### src/rtl/type_detect_pkg.sv
// Shared constants and carriers for the processor interface selector.
// Assumes a single 250 MHz core clock and voltages carried in 0.1 mV units.
package type_detect_pkg;
	localparam int CODE_W = 6;
	localparam int VREF_W = 15;
	localparam int CLK_MHZ = 250;
	// Voltages in units of 0.1 mV
	localparam logic [14:0] HI_BASE_UV = 15'h3C8C; // 1.5500 V
	localparam logic [14:0] HI_STEP_UV = 15'h00FA; // 25 mV
	localparam logic [14:0] LO_BASE_UV = 15'h1DC9; // 0.7625 V
	localparam logic [14:0] LO_STEP_UV = 15'h007D; // 12.5 mV
	localparam logic [14:0] FIX_V0 = 15'h36B0; // 1.4 V
	localparam logic [14:0] FIX_V1 = 15'h2EE0; // 1.2 V
	localparam logic [14:0] FIX_V2 = 15'h2710; // 1.0 V
	localparam logic [14:0] FIX_V3 = 15'h1F40; // 0.8 V
	localparam int CODE_MSB = 5;
	localparam int TYPE_BIT = 1;
	localparam int SCL_BIT = 3;
	localparam int SDA_BIT = 2;
	localparam int LPF_BIT = 7;
	localparam logic [2:0] PH_MIN = 3'h2;
	localparam logic [2:0] PH_MAX = 3'h4;
	localparam logic [2:0] PH_LOW = 3'h1;
	localparam logic [2:0] PH_RESET = 3'h4;
	localparam logic [1:0] NORTH_SHIFT_RESET = 2'h1;
	localparam logic [7:0] SERIAL_BYTE_RESET = 8'hFF;

	typedef enum logic [1:0] {
		MODE_IDLE = 2'b00,
		MODE_PAR = 2'b01,
		MODE_SER = 2'b10,
		MODE_FIX = 2'b11
	} if_mode_t;

	typedef struct packed {
		logic hs_on;
		logic ls_on;
		logic switching;
		logic [1:0] phase_slot;
	} north_drive_t;
endpackage

### src/rtl/pin_sync3.sv
// Three-stage input synchroniser for a bus of asynchronous pins.
// Assumes inputs arrive from outside the core clock domain.
`timescale 1ns/1ns
module pin_sync3 #(
	parameter int W = 1
) (
	input wire logic core_clk, // Core clock
	input wire logic rst_b, // Synchronous reset, active low
	input wire logic [W-1:0] pin_in, // Raw pins
	output logic [W-1:0] pin_out // Filtered level
);
	logic [W-1:0] s1_r;
	logic [W-1:0] s2_r;
	logic [W-1:0] s3_r;
	logic [W-1:0] out_r;
	wire logic [W-1:0] agree = ~(s2_r ^ s3_r);

	always_ff @(posedge core_clk) begin
		if (!rst_b) begin
			s1_r <= '0;
			s2_r <= '0;
			s3_r <= '0;
			out_r <= '0;
		end else begin
			s1_r <= pin_in;
			s2_r <= s1_r;
			s3_r <= s2_r;
			out_r <= (agree & s3_r) | (~agree & out_r);
		end
	end

	assign pin_out = out_r;
endmodule // pin_sync3

### src/rtl/cpu_type_detect.sv
// Processor interface selector and parallel code to core reference decoder.
// Assumes pins are asynchronous; serial bytes arrive from a separate receiver
// on the core clock with a one-cycle valid strobe.
//
// Overview of operation
// - Enable rise samples bit 1: 1 parallel.
// - Parallel mode: northbridge switches off, idle.
// - Serial mode: bits 2,3 bus; others ignored.
// - Parallel mode decodes all six code lines.
// - Parallel mode core reference follows table.
// - Codes 0-31: 1.55 V down 25 mV.
// - Codes 32-63: 0.7625 V down 12.5 mV.
// - Parallel mode ignores power ok input.
// - Parallel start-up soft-starts regardless of power ok.
// - Parallel code sampled continuously, updated on change.
// - Fixed mode: serial lines select four voltages.
// - Fixed levels 1.4, 1.2, 1.0, 0.8 V.
// - Low-power flag reduces active core phases.
// - Flag active low in serial byte bit 7.
// - Northbridge single phase; core two to four phases.
// - Enabled northbridge phase shifted from core phases outside low power.
// - Shedding adjusts phase count by load when enabled.
// - Offset, frequency, overvoltage changeable while running.
`timescale 1ns/1ns
module cpu_type_detect
	import type_detect_pkg::*;
#(
	parameter int SS_STEPS = 64
) (
	input wire logic core_clk, // Core clock, 250 MHz
	input wire logic rst_b, // Synchronous reset, active low
	input wire logic enable_pin, // Controller enable pin
	input wire logic fix_mode_pin, // Fixed-voltage debug strap level
	input wire logic [CODE_W-1:0] voltage_code_bus, // Code lines, bit 5 MSB
	input wire logic power_ok_input, // Power ok pin
	input wire logic [7:0] serial_byte, // Received serial data byte
	input wire logic serial_byte_valid, // One-cycle strobe with serial_byte
	input wire logic serial_core_addr, // Byte addresses the core plane
	input wire logic serial_north_addr, // Byte addresses the northbridge plane
	input wire logic [2:0] core_phase_cfg, // Programmed core phase count
	input wire logic dynamic_phase_shedding, // Shedding enable from management bus
	input wire logic [2:0] load_phase_need, // Phases the load current needs
	input wire logic [VREF_W-1:0] offset_cfg, // Voltage offset, 0.1 mV units
	input wire logic [7:0] freq_cfg, // Switching frequency setting
	input wire logic [7:0] ovp_cfg, // Overvoltage threshold setting
	output logic [1:0] if_mode, // Latched interface mode
	output logic [VREF_W-1:0] core_vref, // Core reference, 0.1 mV units
	output logic [VREF_W-1:0] north_vref, // Northbridge reference
	output logic core_ss_active, // Core soft-start in progress
	output logic code_changed, // Pulse: parallel code changed
	output logic serial_scl, // Synchronised serial clock line
	output logic serial_data_line, // Synchronised serial data line
	output logic serial_en, // Serial receiver may run
	output logic serial_cmd_en, // Serial commands honoured
	output north_drive_t north_drive, // Northbridge switch controls
	output logic [2:0] core_phases, // Active core phase count
	output logic low_power_active, // Low-power state in force
	output logic [7:0] freq_out, // Applied switching frequency
	output logic [7:0] ovp_out // Applied overvoltage threshold
);
	////////////////////////////////////////////////////////////////////////
	// Input synchronisation

	localparam int SYNC_W = CODE_W + 3;
	wire logic [SYNC_W-1:0] raw_pins = {fix_mode_pin, power_ok_input, enable_pin,
		voltage_code_bus};
	wire logic [SYNC_W-1:0] sync_pins;

	pin_sync3 #(.W(SYNC_W)) u_sync (
		.core_clk(core_clk),
		.rst_b(rst_b),
		.pin_in(raw_pins),
		.pin_out(sync_pins)
	);

	wire logic [CODE_W-1:0] code_s = sync_pins[CODE_W-1:0];
	wire logic en_s = sync_pins[CODE_W];
	wire logic pok_s = sync_pins[CODE_W+1];
	wire logic fix_s = sync_pins[CODE_W+2];
	wire logic code_bit1_type_select = code_s[TYPE_BIT];

	////////////////////////////////////////////////////////////////////////
	// Decoding functions

	function automatic logic [VREF_W-1:0] par_code_volt(input logic [CODE_W-1:0] c);
		logic [VREF_W-1:0] idx;
		idx = {{(VREF_W-5){1'b0}}, c[4:0]};
		if (!c[CODE_MSB])
			par_code_volt = VREF_W'(HI_BASE_UV - idx * HI_STEP_UV);
		else
			par_code_volt = VREF_W'(LO_BASE_UV - idx * LO_STEP_UV);
	endfunction

	function automatic logic [VREF_W-1:0] fix_volt(input logic [1:0] sel);
		case (sel)
			2'b00: fix_volt = FIX_V0;
			2'b01: fix_volt = FIX_V1;
			2'b10: fix_volt = FIX_V2;
			default: fix_volt = FIX_V3;
		endcase
	endfunction

	function automatic logic [2:0] clamp_ph(input logic [2:0] p);
		if (p < PH_MIN)
			clamp_ph = PH_MIN;
		else if (p > PH_MAX)
			clamp_ph = PH_MAX;
		else
			clamp_ph = p;
	endfunction

	////////////////////////////////////////////////////////////////////////
	// Mode detection

	logic en_d_r;
	if_mode_t mode_r;
	if_mode_t mode_nxt;
	wire logic en_rise = en_s & ~en_d_r;

	always_comb begin
		mode_nxt = mode_r;
		if (!en_s)
			mode_nxt = MODE_IDLE;
		else if (en_rise) begin
			if (code_bit1_type_select)
				mode_nxt = MODE_PAR;
			else if (fix_s)
				mode_nxt = MODE_FIX;
			else
				mode_nxt = MODE_SER;
		end
	end

	always_ff @(posedge core_clk) begin
		if (!rst_b) begin
			en_d_r <= 1'b0;
			mode_r <= MODE_IDLE;
		end else begin
			en_d_r <= en_s;
			mode_r <= mode_nxt;
		end
	end

	wire logic is_par = (mode_r == MODE_PAR);
	wire logic is_ser = (mode_r == MODE_SER);
	wire logic is_fix = (mode_r == MODE_FIX);

	////////////////////////////////////////////////////////////////////////
	// Parallel code tracking and soft-start

	localparam int SS_W = $clog2(SS_STEPS + 1);
	logic [CODE_W-1:0] code_r;
	logic chg_r;
	logic [SS_W-1:0] ss_cnt_r;
	logic [VREF_W-1:0] core_vref_r;
	logic [VREF_W-1:0] core_vref_nxt;
	wire logic par_start = en_rise & code_bit1_type_select;
	wire logic code_diff = is_par & (code_s != code_r);
	wire logic [VREF_W-1:0] par_target = par_code_volt(code_r);
	wire logic [VREF_W-1:0] ss_ramp = VREF_W'((32'(par_target) * 32'(ss_cnt_r))
		/ SS_STEPS);
	wire logic ss_run = (ss_cnt_r != SS_W'(SS_STEPS));

	always_comb begin
		core_vref_nxt = '0;
		if (is_par)
			core_vref_nxt = ss_run ? ss_ramp : par_target;
		else if (is_fix)
			core_vref_nxt = fix_volt({serial_scl, serial_data_line});
		else if (is_ser)
			core_vref_nxt = core_vref_r;
	end

	always_ff @(posedge core_clk) begin
		if (!rst_b) begin
			code_r <= '0;
			chg_r <= 1'b0;
			ss_cnt_r <= '0;
			core_vref_r <= '0;
		end else begin
			chg_r <= code_diff;
			if (par_start | code_diff)
				code_r <= code_s;
			if (par_start)
				ss_cnt_r <= '0;
			else if (is_par & ss_run)
				ss_cnt_r <= ss_cnt_r + SS_W'(1);
			if (is_ser & serial_byte_valid & serial_core_addr)
				core_vref_r <= par_code_volt(serial_byte[5:0]);
			else
				core_vref_r <= core_vref_nxt;
		end
	end

	////////////////////////////////////////////////////////////////////////
	// Serial lines and low-power flag

	logic lpf_n_r;
	logic [VREF_W-1:0] north_vref_r;
	wire logic ser_like = is_ser | is_fix;
	// bits 0, 4 and 5 are not used outside parallel mode
	assign serial_scl = ser_like & code_s[SCL_BIT];
	assign serial_data_line = ser_like & code_s[SDA_BIT];
	assign serial_en = is_ser;
	assign serial_cmd_en = is_ser & pok_s;

	always_ff @(posedge core_clk) begin
		if (!rst_b) begin
			lpf_n_r <= SERIAL_BYTE_RESET[LPF_BIT];
			north_vref_r <= '0;
		end else begin
			if (!is_ser)
				lpf_n_r <= 1'b1;
			else if (serial_byte_valid & serial_cmd_en)
				lpf_n_r <= serial_byte[LPF_BIT];
			if (is_fix)
				north_vref_r <= fix_volt({serial_scl, serial_data_line});
			else if (is_ser & serial_byte_valid & serial_north_addr)
				north_vref_r <= par_code_volt(serial_byte[5:0]);
			else if (!is_ser)
				north_vref_r <= '0;
		end
	end

	wire logic low_power_flag_n = lpf_n_r;

	////////////////////////////////////////////////////////////////////////
	// Phase management and applied settings

	logic [2:0] phases_r;
	logic [1:0] north_slot_r;
	logic [7:0] freq_r;
	logic [7:0] ovp_r;
	logic [VREF_W-1:0] off_r;
	wire logic [2:0] cfg_ph = clamp_ph(core_phase_cfg);
	wire logic [2:0] shed_ph = (load_phase_need < cfg_ph) ? clamp_ph(load_phase_need) : cfg_ph;
	wire logic [2:0] base_ph = dynamic_phase_shedding ? shed_ph : cfg_ph;
	wire logic [2:0] ph_nxt = !low_power_flag_n ? PH_LOW : base_ph;
	wire logic north_on = ser_like & (north_vref_r != '0);

	always_ff @(posedge core_clk) begin
		if (!rst_b) begin
			phases_r <= PH_RESET;
			north_slot_r <= NORTH_SHIFT_RESET;
			freq_r <= '0;
			ovp_r <= '0;
			off_r <= '0;
		end else begin
			phases_r <= ph_nxt;
			north_slot_r <= 2'(ph_nxt >> 1);
			freq_r <= freq_cfg;
			ovp_r <= ovp_cfg;
			off_r <= offset_cfg;
		end
	end

	////////////////////////////////////////////////////////////////////////
	// Outputs

	assign if_mode = mode_r;
	assign core_vref = VREF_W'(core_vref_r + off_r);
	assign north_vref = north_on ? VREF_W'(north_vref_r + off_r) : '0;
	assign core_ss_active = is_par & ss_run;
	assign code_changed = chg_r;
	assign core_phases = phases_r;
	assign low_power_active = ~lpf_n_r;
	assign freq_out = freq_r;
	assign ovp_out = ovp_r;
	// parallel mode leaves the northbridge stage off
	assign north_drive.hs_on = north_on;
	assign north_drive.ls_on = north_on;
	assign north_drive.switching = north_on;
	assign north_drive.phase_slot = north_on ? north_slot_r : 2'h0;
endmodule // cpu_type_detect

### config.mk
export PLATFORM = sky130hd
export DESIGN_NAME = cpu_type_detect
export DESIGN_NICKNAME = d
export VERILOG_FILES = /design/src/rtl/type_detect_pkg.sv /design/src/rtl/pin_sync3.sv /design/src/rtl/cpu_type_detect.sv
export SDC_FILE = /design/constraint.sdc
export NUM_CORES = 1
export LEC_CHECK = 0
export ABC_AREA = 1
export ABC_CLOCK_PERIOD_IN_PS = 8900
export BUFFER_PORTS_ARGS = -buffer_cell sky130_fd_sc_hd__buf_2
export CAP_MARGIN = 20
export CORE_MARGIN = 3
export CORE_UTILIZATION = 50
export DETAILED_ROUTE_END_ITERATION = 10
export GPL_ROUTABILITY_DRIVEN = 1
export GPL_TIMING_DRIVEN = 0
export PLACE_DENSITY = 0.71
export SYNTH_ARGS = -nofsm -noshare
export SYNTH_HDL_FRONTEND = slang
export SYNTH_SLANG_ARGS = --single-unit
### constraint.sdc
create_clock -name core_clk -period 8.9 [get_ports core_clk]
set_input_delay 1.335 -clock core_clk [delete_from_list [all_inputs] [get_ports core_clk]]
set_output_delay 1.335 -clock core_clk [all_outputs]
set_load 0.05 [all_outputs]
==> flow_summary.ini <==
[sta]
relSlewSlack = 0.322
timing.final.crit_share = 0.935
max_freq_ghz = 0.120
rsz0062_at_grt = false
setup_viol_count_final = 0
maxSlewViolCount = 0
fin_crit_ns = 8.33
fin_worst_skew_ns = 0.00861
setup-tns-final_ns = 0
hold_violations = 0
worst_pin_slew_ns = 1.01

[run_status]
status = finished, final reports clean

[power]
netSwitchingFraction = 0.367
power.density_mw_per_mm2 = 120
irDropWorstVdd_mv = 0.149
p_switching_uw = 631
intPower_uw = 1090
p_clk_frac = 0.389
p_total_uw = 1720
combPwrFrac = 0.289
seqPwrFrac = 0.323
p_leak_uw = 0.00799

[worst_setup_path]
rrSetupSlack_ns = 0.57
critPathMaxStageDelay_ns = 0.62
critical_path_class = flop to flop
arrival_ns = 8.65
critPathMaxFanout = 9
r2r_end = core_vref_r[8]$_SDFFE_PN0P_
critPathCaptureType = flop
cp.required_ns = 9.22
worstSetupStartpointType = flop
reg2reg_from = code_r[2]$_SDFFE_PN0P_
worst_path_max_delay_cell = dfxtp_1
critPathMostFrequentCell = inv_1
ff2ff_path_depth = 35

[cts]
clockBufferDepth = 2
clock_sinks = 119
cts_buffers = 17
post-cts-setup-buffers = 0
ctsRootBufferMaster = clkbuf_16
cts_htree_levels = 4
clock_latency_ns = 0.42
cts_tree = built
clk_pin_slew_ns = 0.06

[final_layout]
nNetsFinal = 2265
multi_input_area_mm2 = 0.00890
synthToLayoutAreaGrowth_pct = 12.4
nFillCells = 2414
antenna_cells = 0
final_cells = 2282
seqCellArea_mm2 = 0.00238
drive_gt1_frac = 0.104

[detailed_routing]
drc = 0
ant_nets = 0
first_pass_iters = 6
viasPerCell = 5.20
routed_wl_um = 34400
wire_per_inst_um = 15.1
drt_iter0_drc = 913
vias = 11900

[logic_synthesis]
ys_warn_count = 0
syn_inst = 1806
synth-async-reset-ratio = 0
synth_edf_count = 0
synth_area_per_cell_um2 = 7.07
ys.flop_type = dfxtp_1
netlist_area_mm2 = 0.0128
yosys.cell_types.count = 51
ys_seq_elements = 119
synth_fp_nets = 2126
seq_area_frac_synth = 0.187

[global_routing]
grt_pass1_vias = 11500
grt_first_pass_wirelength_um = 57400
grt_max_degree = 17
met2_usage = 0.409
grt_use_met3 = 0.0486
antenna_found_initial = 1
grt-busiest-layer = met2
gr-usage-all-layers = 0.254
grt_overflow = 0
met1_usage = 0.344

[place]
io_buffers = 120
dp.cells = 2250
routabilityCongestion = 0.962
hpwl_um = 28300

[hold_path]
hold_start = u_sync.s1_r[5]$_SDFF_PN0_
whs_endpoint = u_sync.s2_r[5]$_SDFF_PN0_
hold_path.class = flop to flop
hold_depth = 2

[floorplan]
die_y_um = 166
row_count = 57
start_util = 0.517
die_area_mm2 = 0.0275
die_width_um = 166
io_pins = 123
core_area_mm2 = 0.0247

[run]
cap_violations = 0
[layer usage]
layer / wire [um] / vias to the layer above
met5: 8 / -
met4: 1100 / 2
met3: 2330 / 68
met2: 15500 / 351
met1: 15500 / 5489
li1: - / 5966
[sequential cells by signal, summed over array words and instances, names as in the netlist, 3 cells and up, named ones only]
| signal | count |
|---|---|
| u_sync.s1_r | 9 |
| ovp_out | 8 |
| code_r | 6 |
| north_vref_r | 14 |
| u_sync.s3_r | 9 |
| off_r | 15 |
| u_sync.s2_r | 9 |
| ss_cnt_r | 7 |
| core_phases | 3 |
| freq_out | 8 |
| core_vref_r | 15 |
[cells in the final DEF, fill, tap and decap left out, drive strengths merged, types with 2 or more instances in the layout]
| cell type | netlist | routed |
|---|---|---|
| xor2 | 23 | 23 |
| nand3 | 97 | 97 |
| xnor2 | 14 | 14 |
| o21ai | 78 | 78 |
| a31oi | 7 | 7 |
| clkbuf | 19 | 36 |
| dfxtp | 119 | 119 |
| and2 | 2 | 2 |
| a21o | 9 | 9 |
| a221oi | 2 | 2 |
| nand3b | 7 | 7 |
| ha | 162 | 162 |
| o21bai | 7 | 7 |
| nor2 | 163 | 163 |
| a21oi | 141 | 141 |
| nand4 | 16 | 16 |
| nand2 | 417 | 417 |
| fa | 98 | 98 |
| or2 | 6 | 6 |
| clkinv | 5 | 8 |
| inv | 344 | 354 |
| nor4 | 5 | 5 |
| a22oi | 2 | 2 |
| a211oi | 5 | 5 |
| buf | 18 | 138 |
| a21boi | 5 | 5 |
| o2111ai | 3 | 3 |
| nor3 | 17 | 17 |
| clkinvlp | 0 | 2 |
| o21a | 7 | 7 |
| o31ai | 2 | 2 |
[layout make-up]
class | count | share of cell area
clock inverter | 15 | 0.0105
multi-input combinational | 1301 | 0.620
clock buffer | 17 | 0.0296
inverter | 349 | 0.0913
buffer | 37 | 0.0125
sequential | 119 | 0.166
timing repair buffer | 120 | 0.0418
tap | 324 | 0.0282
[critical path: cells and delay by family (launching register included)]
kind	cells	cell delay, ns
buffers and inverters	9	0.81
AOI/OAI and AO/OA	7	1.33
adders and majority gates	9	4.35
and+or+nand+nor	9	0.96
DFF	1	0.62
xor gates and xnor gates	1	0.15
[metrics by stage]
stage / area [um2] / setup WS, ns / hold WS, ns / utilization
3_5_place_dp: 13800 / 0.517 / 0.398 / 0.558
3_3_place_gp: 13800 / 0.532 / 0.392 / 0.558
2_1_floorplan: 12800 / 1.72 / 0.390 / -
5_1_grt: 14400 / 0.0561 / 0.441 / 0.582
6_report: 14400 / 0.575 / 0.412 / 0.582
4_1_cts: 14400 / 0.459 / 0.414 / 0.582
[what timing repair did]
action	CTS	global route
endpoints found under the setup margin	0	9
hold buffers	0	0
gates resized for setup	0	1
[power groups by stage]
stage / clock (uW) / sequential, uW / combinational [uW]
detailed placement: 0 / 567 / 482
finish: 668 / 555 / 497
floorplan: 0 / 580 / 346
CTS: 675 / 555 / 489
global placement: 0 / 566 / 478
global route: 702 / 556 / 562
[worst max-delay path by stage]
stage                           start                           to  slack, ns  cells after the start
2_1_floorplan  code_r[1]$_SDFFE_PN0P_  core_vref_r[8]$_SDFFE_PN0P_       1.72                     35
3_3_place_gp   code_r[1]$_SDFFE_PN0P_  core_vref_r[8]$_SDFFE_PN0P_       0.53                     35
3_5_place_dp   code_r[1]$_SDFFE_PN0P_  core_vref_r[8]$_SDFFE_PN0P_       0.52                     35
4_1_cts        code_r[1]$_SDFFE_PN0P_  core_vref_r[8]$_SDFFE_PN0P_       0.46                     35
5_1_grt        code_r[2]$_SDFFE_PN0P_  core_vref_r[8]$_SDFFE_PN0P_       0.06                     35
6_report       code_r[2]$_SDFFE_PN0P_  core_vref_r[8]$_SDFFE_PN0P_       0.57                     35
[logic make-up (layout without fill, tap and decap cells)]
group           after synthesis  after routing  share of synthesized area
compound gates              272            272                      0.119
xor+xnor                     37             37                     0.0266
fa+ha+maj                   260            260                      0.312
buf+inv                     386            538                      0.117
flops                       119            119                      0.187
simple gates                732            732                      0.239
[cells in the mapped netlist (all sizes together) (16+ instances only)]
| master | count | share of area |
|---|---|---|
| inv | 344 | 0.10 |
| nand2 | 417 | 0.12 |
| buf | 18 | 0.0084 |
| xor2 | 23 | 0.016 |
| o21ai | 78 | 0.032 |
| nor3 | 17 | 0.0067 |
| clkbuf | 19 | 0.0056 |
| fa | 98 | 0.15 |
| nand3 | 97 | 0.039 |
| nand4 | 16 | 0.0083 |
| ha | 162 | 0.16 |
| dfxtp | 119 | 0.19 |
| a21oi | 141 | 0.056 |
| nor2 | 163 | 0.049 |
No activity file was read; power rests on OpenSTA's default activity.
